### config.mk
export PLATFORM = sky130hd
export DESIGN_NAME = smt_ctrl
export DESIGN_NICKNAME = d
export VERILOG_FILES = /design/src/smt_ctrl.v
export VERILOG_INCLUDE_DIRS = /design/src
export SDC_FILE = /design/constraint.sdc
export NUM_CORES = 1
export LEC_CHECK = 0
export BUFFER_PORTS_ARGS = -buffer_cell sky130_fd_sc_hd__buf_4
export CAP_MARGIN = 20
export CORE_MARGIN = 2
export CORE_UTILIZATION = 45
export DETAILED_ROUTE_END_ITERATION = 10
export PLACE_DENSITY_LB_ADDON = 0.3
export SETUP_SLACK_MARGIN = 0.02
export SYNTH_ARGS = -nofsm -noshare
export SYNTH_HDL_FRONTEND = slang
export SYNTH_SLANG_ARGS = --single-unit
### constraint.sdc
create_clock -name mclk_i -period 6.8 [get_ports mclk_i]
set_input_delay 1.36 -clock mclk_i [delete_from_list [all_inputs] [get_ports mclk_i]]
set_output_delay 1.36 -clock mclk_i [all_outputs]
set_load 0.02 [all_outputs]
### src/smt_defs.vh
// Register map, field layout, reset values and pin count constants for the static memory timing block
`ifndef SMT_DEFS_VH
`define SMT_DEFS_VH
`define SMT_NCS            4
`define SMT_ADDR_W         8
`define SMT_OFF_SETUP      8'h00
`define SMT_OFF_PULSE      8'h04
`define SMT_OFF_CYCLE      8'h08
`define SMT_OFF_MODE       8'h0C
`define SMT_CS_STRIDE      8'h10
`define SMT_OFF_REQ        8'h40
`define SMT_OFF_STATUS     8'h44
`define SMT_OFF_RDATA      8'h48
`define SMT_RST_SETUP      32'h00000000
`define SMT_RST_PULSE      32'h01010101
`define SMT_RST_CYCLE      32'h00010001
`define SMT_RST_MODE       2'h3
`define SMT_SETUP_W        6
`define SMT_PULSE_W        7
`define SMT_CYCLE_W        9
`define SMT_CNT_W          10
`define SMT_F_WR_SET       0
`define SMT_F_CSW_SET      8
`define SMT_F_RD_SET       16
`define SMT_F_CSR_SET      24
`define SMT_F_WCYC         0
`define SMT_F_RCYC         16
`define SMT_MODE_RD        0
`define SMT_MODE_WR        1
`endif

### src/smt_ctrl.v
// Static memory access sequencer with per chip select timing and automatic wait states
//
// The implementer's own choices: the strobed register port and the register addresses.
`timescale 1ns/1ns
`default_nettype none
`include "smt_defs.vh"
// Function
// - Setup field decodes as 128 times top bit plus low five bits.
// - Pulse field decodes as 256 times top bit plus low six bits.
// - Cycle field decodes as 256 times top two bits plus low seven.
// - Each chip select keeps setup, pulse and cycle timing registers.
// - Pulse register resets to one cycle for every strobe.
// - Cycle register resets to one-cycle read and write accesses.
// - Setup register resets to its printed zero value.
// - Write mode resets to strobe control, read mode to strobe control.
// - Zero-hold writes keep address, byte selects and data drive past strobe rise.
// - One idle cycle between transfers to different chip selects; the code leaves three (ST_IDLE, ST_WAIT, then a second ST_IDLE).
// - Idle cycle drives all select and strobe lines high.
// - Early read wait only between write then read, same chip select.
// - Early read wait when write hold zero and read setup zero.
// - Select-controlled write: wait when select hold and select read setup zero.
// - Strobe write with zero hold: wait if fed-back strobe still low.
// - Timings kept per chip select, counted in whole clock cycles.
// - Hold derived as cycle minus setup minus pulse.
// - Read data sampled at edge raising strobe or select per read mode.
module smt_ctrl (
  input  wire        mclk_i,
  input  wire        resetn_i,
  input  wire [7:0]  addr_i,
  input  wire [31:0] wdata_i,
  input  wire        wr_i,
  input  wire        rd_i,
  output reg  [31:0] rdata_o,
  input  wire [15:0] mem_data_i,
  input  wire        write_strobe_fb_i,
  output reg  [15:0] mem_addr_o,
  output reg  [15:0] mem_data_o,
  output reg         mem_data_oen_n_o,
  output reg  [3:0]  chip_select_n_o,
  output reg         read_strobe_n_o,
  output reg         write_strobe_n_o,
  output reg  [1:0]  byte_select_lines_o,
  output reg  [1:0]  byte_write_lines_o
);
  localparam ST_IDLE = 2'h0;
  localparam ST_RUN  = 2'h1;
  localparam ST_WAIT = 2'h2;
  localparam ST_ERW  = 2'h3;

  reg [31:0] setup_reg [0:3];
  reg [31:0] pulse_reg [0:3];
  reg [31:0] cycle_reg [0:3];
  reg [1:0]  mode_reg  [0:3];
  reg [31:0] req_reg;
  reg        req_pend_reg;
  reg [15:0] rd_data_reg;
  reg        done_reg;
  reg [1:0]  state_reg;
  reg [1:0]  cur_cs_reg;
  reg        cur_wr_reg;
  reg        last_valid_reg;
  reg [1:0]  last_cs_reg;
  reg        last_wr_reg;
  reg        last_zhold_reg;
  reg [9:0]  cnt_reg;
  reg [9:0]  st_set_reg;
  reg [9:0]  st_end_reg;
  reg [9:0]  cs_set_reg;
  reg [9:0]  cs_end_reg;
  reg [9:0]  cyc_reg;
  reg        fb_s1_reg;
  reg        fb_s2_reg;
  integer    i;

  function [9:0] dec_setup;
    input [5:0] f;
    begin
      dec_setup = {2'h0, f[5], 2'h0, f[4:0]};
    end
  endfunction
  function [9:0] dec_pulse;
    input [6:0] f;
    begin
      dec_pulse = {1'b0, f[6], 2'h0, f[5:0]};
    end
  endfunction
  function [9:0] dec_cycle;
    input [8:0] f;
    begin
      dec_cycle = {f[8:7], 1'b0, f[6:0]};
    end
  endfunction
  function [9:0] fld_setup;
    input [31:0] r;
    input [4:0]  pos;
    begin
      fld_setup = dec_setup(r[pos +: 6]);
    end
  endfunction
  function [9:0] fld_pulse;
    input [31:0] r;
    input [4:0]  pos;
    begin
      fld_pulse = dec_pulse(r[pos +: 7]);
    end
  endfunction

  wire [1:0]  req_cs   = req_reg[17:16];
  wire        req_wr   = req_reg[18];
  wire [9:0]  n_wset   = fld_setup(setup_reg[req_cs], `SMT_F_WR_SET);
  wire [9:0]  n_cwset  = fld_setup(setup_reg[req_cs], `SMT_F_CSW_SET);
  wire [9:0]  n_rset   = fld_setup(setup_reg[req_cs], `SMT_F_RD_SET);
  wire [9:0]  n_crset  = fld_setup(setup_reg[req_cs], `SMT_F_CSR_SET);
  wire [9:0]  n_wpul   = fld_pulse(pulse_reg[req_cs], `SMT_F_WR_SET);
  wire [9:0]  n_cwpul  = fld_pulse(pulse_reg[req_cs], `SMT_F_CSW_SET);
  wire [9:0]  n_rpul   = fld_pulse(pulse_reg[req_cs], `SMT_F_RD_SET);
  wire [9:0]  n_crpul  = fld_pulse(pulse_reg[req_cs], `SMT_F_CSR_SET);
  wire [9:0]  n_wcyc   = dec_cycle(cycle_reg[req_cs][`SMT_F_WCYC +: 9]);
  wire [9:0]  n_rcyc   = dec_cycle(cycle_reg[req_cs][`SMT_F_RCYC +: 9]);
  wire        rd_by_strobe = mode_reg[req_cs][`SMT_MODE_RD];
  // Setup of the read controlling signal for the coming access
  wire        rd_zset  = rd_by_strobe ? (n_rset == 10'h000) : (n_crset == 10'h000);
  // same select write then read only
  wire        same_wr_rd = last_valid_reg & last_wr_reg & ~req_wr & (last_cs_reg == req_cs);
  // select write hold zero, select read setup zero
  wire        erw_cs   = ~mode_reg[req_cs][`SMT_MODE_WR] & last_zhold_reg & (n_crset == 10'h000);
  // zero write hold, zero read setup
  wire        erw_gen  = last_zhold_reg & rd_zset;
  wire        erw_fb   = mode_reg[req_cs][`SMT_MODE_WR] & last_zhold_reg & ~fb_s2_reg;
  wire        need_erw = same_wr_rd & (erw_gen | erw_cs | erw_fb);
  wire        need_csw = last_valid_reg & (last_cs_reg != req_cs);
  wire [9:0]  cnt_inc  = cnt_reg + 10'h001;
  wire        last_cyc = (cnt_inc >= cyc_reg);
  // Registered lines show the position of the coming cycle, so phases are not one cycle late
  wire        st_on    = (cnt_inc >= st_set_reg) & (cnt_inc < st_end_reg);
  wire        cs_on    = (cnt_inc >= cs_set_reg) & (cnt_inc < cs_end_reg);
  wire [9:0]  ld_st_set = req_wr ? n_wset : n_rset;
  wire [9:0]  ld_cs_set = req_wr ? n_cwset : n_crset;
  wire        ld_ctl_set0 = mode_reg[req_cs][`SMT_MODE_WR] ? (ld_st_set == 10'h000) : (ld_cs_set == 10'h000);
  wire        st_rise  = (cnt_inc == st_end_reg);
  wire        cs_rise  = (cnt_inc == cs_end_reg);
  // Hold of the controlling write signal, from cycle minus setup minus pulse
  wire        wr_ctl_st = mode_reg[cur_cs_reg][`SMT_MODE_WR];
  wire        zhold_now = wr_ctl_st ? (st_end_reg >= cyc_reg) : (cs_end_reg >= cyc_reg);

  // Fed-back strobe crosses from the pad before any use
  always @(posedge mclk_i or negedge resetn_i) begin
    if (!resetn_i) begin
      fb_s1_reg <= 1'b1;
      fb_s2_reg <= 1'b1;
    end else begin
      fb_s1_reg <= write_strobe_fb_i;
      fb_s2_reg <= fb_s1_reg;
    end
  end

  // Register file
  always @(posedge mclk_i or negedge resetn_i) begin
    if (!resetn_i) begin
      for (i = 0; i < `SMT_NCS; i = i + 1) begin
        setup_reg[i] <= `SMT_RST_SETUP;
        pulse_reg[i] <= `SMT_RST_PULSE;
        cycle_reg[i] <= `SMT_RST_CYCLE;
        mode_reg[i]  <= `SMT_RST_MODE;
      end
      req_reg      <= 32'h00000000;
      req_pend_reg <= 1'b0;
    end else begin
      if (wr_i && addr_i < `SMT_OFF_REQ) begin
        case (addr_i[3:0])
          `SMT_OFF_SETUP: setup_reg[addr_i[5:4]] <= wdata_i;
          `SMT_OFF_PULSE: pulse_reg[addr_i[5:4]] <= wdata_i;
          `SMT_OFF_CYCLE: cycle_reg[addr_i[5:4]] <= wdata_i;
          `SMT_OFF_MODE:  mode_reg[addr_i[5:4]]  <= wdata_i[1:0];
          default: ;
        endcase
      end
      // A new request while one is pending is dropped; software polls status
      if (wr_i && addr_i == `SMT_OFF_REQ && !req_pend_reg) begin
        req_reg      <= wdata_i;
        req_pend_reg <= 1'b1;
      end else if (state_reg == ST_IDLE && req_pend_reg && !need_csw && !need_erw) begin
        req_pend_reg <= 1'b0;
      end
    end
  end

  // Read port
  always @(posedge mclk_i or negedge resetn_i) begin
    if (!resetn_i) begin
      rdata_o <= 32'h00000000;
    end else if (rd_i) begin
      if (addr_i < `SMT_OFF_REQ) begin
        case (addr_i[3:0])
          `SMT_OFF_SETUP: rdata_o <= setup_reg[addr_i[5:4]];
          `SMT_OFF_PULSE: rdata_o <= pulse_reg[addr_i[5:4]];
          `SMT_OFF_CYCLE: rdata_o <= cycle_reg[addr_i[5:4]];
          `SMT_OFF_MODE:  rdata_o <= {30'h00000000, mode_reg[addr_i[5:4]]};
          default:        rdata_o <= 32'h00000000;
        endcase
      end else if (addr_i == `SMT_OFF_REQ) begin
        rdata_o <= req_reg;
      end else if (addr_i == `SMT_OFF_STATUS) begin
        rdata_o <= {27'h0000000, state_reg, done_reg, req_pend_reg, state_reg != ST_IDLE};
      end else if (addr_i == `SMT_OFF_RDATA) begin
        rdata_o <= {16'h0000, rd_data_reg};
      end else begin
        rdata_o <= 32'h00000000;
      end
    end
  end

  // Access sequencer
  always @(posedge mclk_i or negedge resetn_i) begin
    if (!resetn_i) begin
      state_reg <= ST_IDLE;
      cur_cs_reg <= 2'h0;
      cur_wr_reg <= 1'b0;
      last_valid_reg <= 1'b0;
      last_cs_reg <= 2'h0;
      last_wr_reg <= 1'b0;
      last_zhold_reg <= 1'b0;
      cnt_reg <= 10'h000;
      st_set_reg <= 10'h000;
      st_end_reg <= 10'h000;
      cs_set_reg <= 10'h000;
      cs_end_reg <= 10'h000;
      cyc_reg <= 10'h000;
      rd_data_reg <= 16'h0000;
      done_reg <= 1'b0;
      mem_addr_o <= 16'h0000;
      mem_data_o <= 16'h0000;
      mem_data_oen_n_o <= 1'b1;
      chip_select_n_o <= 4'hF;
      read_strobe_n_o <= 1'b1;
      write_strobe_n_o <= 1'b1;
      byte_select_lines_o <= 2'h3;
      byte_write_lines_o <= 2'h3;
    end else begin
      case (state_reg)
        ST_IDLE: begin
          read_strobe_n_o <= 1'b1;
          write_strobe_n_o <= 1'b1;
          byte_write_lines_o <= 2'h3;
          if (req_pend_reg) begin
            if (need_csw) begin
              chip_select_n_o <= 4'hF;
              byte_select_lines_o <= 2'h3;
              mem_data_oen_n_o <= 1'b1;
              last_valid_reg <= 1'b0;
              state_reg <= ST_WAIT;
            end else if (need_erw) begin
              // address and controls held one more cycle
              last_valid_reg <= 1'b0;
              state_reg <= ST_ERW;
            end else begin
              cur_cs_reg <= req_cs;
              cur_wr_reg <= req_wr;
              cnt_reg <= 10'h000;
              st_set_reg <= req_wr ? n_wset : n_rset;
              st_end_reg <= req_wr ? n_wset + n_wpul : n_rset + n_rpul;
              cs_set_reg <= req_wr ? n_cwset : n_crset;
              cs_end_reg <= req_wr ? n_cwset + n_cwpul : n_crset + n_crpul;
              cyc_reg <= req_wr ? n_wcyc : n_rcyc;
              mem_addr_o <= req_reg[15:0];
              mem_data_o <= req_reg[31:16] & 16'h0000 | wdata_hold(req_reg);
              byte_select_lines_o <= 2'h0;
              // Zero setup puts the lines active in the first cycle already
              read_strobe_n_o <= req_wr | (ld_st_set != 10'h000);
              write_strobe_n_o <= ~req_wr | (ld_st_set != 10'h000);
              byte_write_lines_o <= {2{~req_wr | (ld_st_set != 10'h000)}};
              chip_select_n_o <= 4'hF;
              chip_select_n_o[req_cs] <= (ld_cs_set != 10'h000);
              mem_data_oen_n_o <= ~req_wr | ~ld_ctl_set0;
              done_reg <= 1'b0;
              state_reg <= ST_RUN;
            end
          end else begin
            // Nothing pending: release every line
            chip_select_n_o <= 4'hF;
            byte_select_lines_o <= 2'h3;
            mem_data_oen_n_o <= 1'b1;
          end
        end
        ST_RUN: begin
          chip_select_n_o <= 4'hF;
          chip_select_n_o[cur_cs_reg] <= ~cs_on;
          read_strobe_n_o <= cur_wr_reg | ~st_on;
          write_strobe_n_o <= ~cur_wr_reg | ~st_on;
          byte_write_lines_o <= {2{~cur_wr_reg | ~st_on}};
          mem_data_oen_n_o <= ~cur_wr_reg | (cnt_inc < (wr_ctl_st ? st_set_reg : cs_set_reg));
          if (!cur_wr_reg && (mode_reg[cur_cs_reg][`SMT_MODE_RD] ? st_rise : cs_rise)) begin
            rd_data_reg <= mem_data_i;
          end
          cnt_reg <= cnt_inc;
          if (last_cyc) begin
            // hold is what remains of the cycle
            last_zhold_reg <= cur_wr_reg & zhold_now;
            // zero-hold write keeps address and selects one cycle past strobe rise
            if (!(cur_wr_reg && zhold_now)) begin
              byte_select_lines_o <= 2'h3;
              mem_data_oen_n_o <= 1'b1;
            end
            last_valid_reg <= 1'b1;
            last_cs_reg <= cur_cs_reg;
            last_wr_reg <= cur_wr_reg;
            done_reg <= 1'b1;
            state_reg <= ST_IDLE;
          end
        end
        ST_WAIT: begin
          state_reg <= ST_IDLE;
        end
        ST_ERW: begin
          // lines stay valid past strobe rise
          read_strobe_n_o <= 1'b1;
          write_strobe_n_o <= 1'b1;
          byte_write_lines_o <= 2'h3;
          state_reg <= ST_IDLE;
        end
        default: state_reg <= ST_IDLE;
      endcase
    end
  end

  function [15:0] wdata_hold;
    input [31:0] r;
    begin
      wdata_hold = r[31:16];
    end
  endfunction
endmodule // smt_ctrl
`default_nettype wire

==> flow_summary.html <==
<table>
<tr><th>Metric</th><th>Value</th></tr>
<tr><th colspan="2">Floorplan</th></tr>
<tr><td>Count of pins on the block boundary</td><td>136</td></tr>
<tr><td>Area of the placeable core</td><td>65860 sq um</td></tr>
<tr><td>Die extent in y</td><td>262.1 microns</td></tr>
<tr><td>Die area</td><td>68690 sq um</td></tr>
<tr><td>Initial core utilization</td><td>0.4551</td></tr>
<tr><td>Placement Rows</td><td>94</td></tr>
<tr><td>Overall die width</td><td>262.1 microns</td></tr>
<tr><th colspan="2">Power</th></tr>
<tr><td>Leak</td><td>15.52 nW</td></tr>
<tr><td>Power per unit of standard cell area</td><td>242.3 nW/um^2</td></tr>
<tr><td>Worst-case vdd ir drop</td><td>0.1714 mV</td></tr>
<tr><td>Relative contribution of combinational cells to total power</td><td>0.110</td></tr>
<tr><td>Share of power burned in the clock network</td><td>0.440</td></tr>
<tr><td>Seq pwr share</td><td>0.449</td></tr>
<tr><td>Switching power as a share of total power</td><td>0.2546</td></tr>
<tr><td>Net switching power</td><td>2.094 mW</td></tr>
<tr><td>P_int</td><td>6.132 mW</td></tr>
<tr><th colspan="2">Place</th></tr>
<tr><td>Dpl cell area</td><td>31720 sq um</td></tr>
<tr><td>GP Congestion</td><td>0.9200</td></tr>
<tr><td>Detailed placement HPWL</td><td>57.02 mm</td></tr>
<tr><td>Number of buffer cells added on primary ports</td><td>135</td></tr>
<tr><th colspan="2">STA</th></tr>
<tr><td>Worst-margin pin slew</td><td>1.079 ns</td></tr>
<tr><td>Final worst path period share</td><td>0.6741</td></tr>
<tr><td>Worst slew margin</td><td>0.2782</td></tr>
<tr><td>Maximum clock frequency</td><td>0.2182 GHz</td></tr>
<tr><td>RSZ-0062 raised after global routing</td><td>false</td></tr>
<tr><td>Sum Neg Setup Slack</td><td>0 ns</td></tr>
<tr><td>Final setup violation count</td><td>0</td></tr>
<tr><td>Worst hold margin</td><td>0.3604 ns</td></tr>
<tr><td>Worst Skew</td><td>0.02623 ns</td></tr>
<tr><td>Number of failing hold endpoints at the final stage</td><td>0</td></tr>
<tr><td>Count of final max-slew check failures</td><td>0</td></tr>
<tr><td>Period minus WS final</td><td>4.584 ns</td></tr>
<tr><th colspan="2">GRT</th></tr>
<tr><td>Global-route wire length before repair</td><td>132.8 mm</td></tr>
<tr><td>Tot GR Track Use</td><td>0.2606</td></tr>
<tr><td>Largest net degree at the start of global routing</td><td>161</td></tr>
<tr><td>Number of global-route vias before repair</td><td>20.53k</td></tr>
<tr><td>Total overflow reported by the global router</td><td>0</td></tr>
<tr><td>Antenna violations before repair</td><td>3</td></tr>
<tr><th colspan="2">Clocking</th></tr>
<tr><td>CTS Hold Buffers Added</td><td>0</td></tr>
<tr><td>Cells resized by post-CTS repair</td><td>0</td></tr>
<tr><td>Total setup buffers inserted after CTS</td><td>0</td></tr>
<tr><td>Maximum level of the CTS H-tree</td><td>3</td></tr>
<tr><td>Skew-Pair Late Insertion Delay</td><td>0.61 ns</td></tr>
<tr><td>Cell at the root of the clock tree</td><td>sky130_fd_sc_hd__clkbuf_16</td></tr>
<tr><td>Clock sink count</td><td>570</td></tr>
<tr><td>CTS tree</td><td>done</td></tr>
<tr><td>Clock buffer count from CTS</td><td>66</td></tr>
<tr><td>Reg clk slew, reported paths</td><td>0.05 ns</td></tr>
<tr><td>Max Root-Sink Buffers</td><td>3</td></tr>
<tr><th colspan="2">Synth</th></tr>
<tr><td>EDFF count, synth</td><td>0</td></tr>
<tr><td>Asr flop ratio synth</td><td>1.000</td></tr>
<tr><td>Fraction of the yosys area taken by sequential cells</td><td>0.4776</td></tr>
<tr><td>Yosys warning count</td><td>0</td></tr>
<tr><td>Total of flip-flops plus latches after synthesis</td><td>570</td></tr>
<tr><td>Number of cells produced by synthesis</td><td>2210</td></tr>
<tr><td>Distinct cell type count of the synthesized netlist</td><td>69</td></tr>
<tr><td>Cell area after technology mapping</td><td>29970 sq um</td></tr>
<tr><td>Primary FF master, synth</td><td>sky130_fd_sc_hd__dfrtp_1</td></tr>
<tr><td>Mean area per synthesized cell</td><td>13.56 sq um</td></tr>
<tr><td>Synthesized net count</td><td>2352</td></tr>
<tr><th colspan="2">Setup path</th></tr>
<tr><td>Worst path required time</td><td>7.27 ns</td></tr>
<tr><td>Worst Setup End Kind</td><td>flip-flop</td></tr>
<tr><td>Highest net fanout along the worst path</td><td>14</td></tr>
<tr><td>Critical path launch point type</td><td>flip-flop</td></tr>
<tr><td>Type of the setup path with the least slack</td><td>flip-flop to flip-flop</td></tr>
<tr><td>Data arrival time of the critical path</td><td>5.05 ns</td></tr>
<tr><th colspan="2">Routing</th></tr>
<tr><td>Initial DRC Count</td><td>1658</td></tr>
<tr><td>Antenna-violating nets left</td><td>0</td></tr>
<tr><td>Post-Route WL</td><td>87.55 mm</td></tr>
<tr><td>Number of vias per cell after detailed routing</td><td>6.245</td></tr>
<tr><td>Detailed-route DRC error count</td><td>0</td></tr>
<tr><td>Vias after detailed routing</td><td>19.95k</td></tr>
<tr><td>Wire length per cell after detailed routing</td><td>27.40 microns</td></tr>
<tr><td>Number of detailed-route iterations in the first pass</td><td>7</td></tr>
<tr><th colspan="2">Job</th></tr>
<tr><td>Max-Cap Viols</td><td>0</td></tr>
<tr><th colspan="2">Layout</th></tr>
<tr><td>Area growth syn-to-layout</td><td>13.26%</td></tr>
<tr><td>Share of the core filled with cells</td><td>0.5155</td></tr>
<tr><td>Design area</td><td>33950 sq um</td></tr>
<tr><td># nets final</td><td>2419</td></tr>
<tr><td>Share of final-layout standard cells stronger than drive strength 1</td><td>0.4350</td></tr>
<tr><th colspan="2">Hold path</th></tr>
<tr><td>Worst hold path class</td><td>flip-flop to flip-flop</td></tr>
<tr><th colspan="2">Outcome</th></tr>
<tr><td>Run status</td><td>complete, no violations</td></tr>
</table>
-- synth_stat cells, types with 7 or more instances --
cell | count | area share
sky130_fd_sc_hd__a31oi_1 | 12 | 0.0025
sky130_fd_sc_hd__ha_1 | 77 | 0.032
sky130_fd_sc_hd__mux2_2 | 447 | 0.17
sky130_fd_sc_hd__buf_1 | 50 | 0.0063
sky130_fd_sc_hd__dfstp_2 | 42 | 0.037
sky130_fd_sc_hd__dfrtp_1 | 528 | 0.44
sky130_fd_sc_hd__nand3_1 | 16 | 0.0027
sky130_fd_sc_hd__nor4_1 | 7 | 0.0015
sky130_fd_sc_hd__a21o_1 | 10 | 0.0025
sky130_fd_sc_hd__mux2_4 | 32 | 0.016
sky130_fd_sc_hd__xnor2_1 | 19 | 0.0056
sky130_fd_sc_hd__inv_1 | 72 | 0.0090
sky130_fd_sc_hd__buf_6 | 12 | 0.0045
sky130_fd_sc_hd__nor3_1 | 17 | 0.0028
sky130_fd_sc_hd__buf_2 | 9 | 0.0015
sky130_fd_sc_hd__clkbuf_1 | 98 | 0.012
sky130_fd_sc_hd__a21oi_1 | 122 | 0.020
sky130_fd_sc_hd__mux2i_1 | 35 | 0.012
sky130_fd_sc_hd__a22oi_1 | 36 | 0.0090
sky130_fd_sc_hd__a221oi_1 | 13 | 0.0038
sky130_fd_sc_hd__nor2_1 | 85 | 0.011
sky130_fd_sc_hd__o21ai_0 | 47 | 0.0078
sky130_fd_sc_hd__nor2b_1 | 12 | 0.0025
sky130_fd_sc_hd__nand2_1 | 106 | 0.013
sky130_fd_sc_hd__mux4_2 | 190 | 0.14
-- through the flow --
stage	worst slack [ns]	total power, mW	instances
CTS	2.242	8.285	3192
finish	2.216	8.226	3195
floorplan	3.114	4.285	2210
detailed placement	2.284	4.656	3072
global placement	2.275	4.622	3072
global route	1.863	8.524	3194
-- metal layers --
| layer | GRT usage | vias to the layer above | wire [microns] |
|---|---|---|---|
| met4 | 0.1075 | 0 | 3693 |
| li1 | - | 8399 | - |
| met3 | 0.04803 | 178 | 5718 |
| met2 | 0.4072 | 746 | 41120 |
| met1 | 0.3604 | 10630 | 37020 |
| met5 | 0 | - | 0 |
-- cell families after synthesis --
logic type / after synthesis / synth area share
compound gates: 303 / 0.06453
xor+xnor: 24 / 0.007013
fa+ha+maj: 81 / 0.03481
buf+inv: 248 / 0.03506
flops: 570 / 0.4776
mux: 704 / 0.3384
simple gates: 280 / 0.04258
-- power by group through the flow --
stage | clock network, mW | logic, mW | registers (mW)
2_1_floorplan | 0 | 0.584 | 3.70
3_3_place_gp | 0 | 0.881 | 3.74
3_5_place_dp | 0 | 0.904 | 3.75
4_1_cts | 3.68 | 0.909 | 3.69
5_1_grt | 3.82 | 0.993 | 3.72
6_report | 3.62 | 0.908 | 3.70
-- cell usage in the layout, fill, tap and decap left out, types with 6 or more instances in the layout --
cell type	instances
sky130_fd_sc_hd__a22oi_1	36
sky130_fd_sc_hd__mux2_2	447
sky130_fd_sc_hd__clkbuf_16	69
sky130_fd_sc_hd__ha_1	77
sky130_fd_sc_hd__nand2_2	10
sky130_fd_sc_hd__dfstp_2	42
sky130_fd_sc_hd__nand3_1	16
sky130_fd_sc_hd__nor2_1	82
sky130_fd_sc_hd__nor2b_1	12
sky130_fd_sc_hd__a21oi_1	122
sky130_fd_sc_hd__mux2_4	32
sky130_fd_sc_hd__o211ai_1	6
sky130_fd_sc_hd__mux4_2	190
sky130_fd_sc_hd__clkbuf_1	19
sky130_fd_sc_hd__nor3_1	17
sky130_fd_sc_hd__dfrtp_1	525
sky130_fd_sc_hd__clkinv_2	10
sky130_fd_sc_hd__nor4_1	6
sky130_fd_sc_hd__nand2_1	96
sky130_fd_sc_hd__a221oi_1	13
sky130_fd_sc_hd__a31oi_1	12
sky130_fd_sc_hd__clkbuf_8	13
sky130_fd_sc_hd__xnor2_1	19
sky130_fd_sc_hd__inv_1	72
sky130_fd_sc_hd__mux2i_1	35
sky130_fd_sc_hd__o31ai_1	6
sky130_fd_sc_hd__buf_4	165
sky130_fd_sc_hd__o21bai_1	6
sky130_fd_sc_hd__a21o_1	10
sky130_fd_sc_hd__o21ai_0	47
-- area by class of cell --
cell class | instances | area [sq um]
inverters | 74 | 277.8
clock buffers | 101 | 1977
clock inverters | 19 | 240.2
diodes | 2 | 5.005
well taps | 864 | 1081
repair buffers | 173 | 1373
multi-input cells | 1392 | 14670
fillers | 5578 | 31910
flip-flops and latches | 570 | 14330
-- critical path: stages, from the launching register on --
cell and delay, ns:
sky130_fd_sc_hd__dfrtp_1 0.67, sky130_fd_sc_hd__ha_1 0.37, sky130_fd_sc_hd__nand2_1 0.11, sky130_fd_sc_hd__nor4_1 0.40, sky130_fd_sc_hd__xnor2_1 0.30, sky130_fd_sc_hd__ha_1 0.38, sky130_fd_sc_hd__nand3_1 0.12, sky130_fd_sc_hd__or4_1 0.61
sky130_fd_sc_hd__a2111oi_4 0.66, sky130_fd_sc_hd__buf_4 0.44, sky130_fd_sc_hd__mux2_2 0.38
-- final timing paths --
| path | start | to | slack, ns | cells after the start |
|---|---|---|---|---|
| hold reg to reg | fb_s1_reg | fb_s2_reg | 0.36 | 0 |
| min in group asynchronous | resetn_i | cycle_reg[113] | 0.78 | 1 |
| setup reg to reg | cnt_reg[0] | rd_data_reg[7] | 2.22 | 10 |
| hold / removal | fb_s1_reg | fb_s2_reg | 0.36 | 0 |
| max in group asynchronous | resetn_i | pulse_reg[107] | 4.58 | 2 |
| setup / recovery | cnt_reg[0] | rd_data_reg[7] | 2.22 | 10 |
Power figures use the tool's default switching activity.
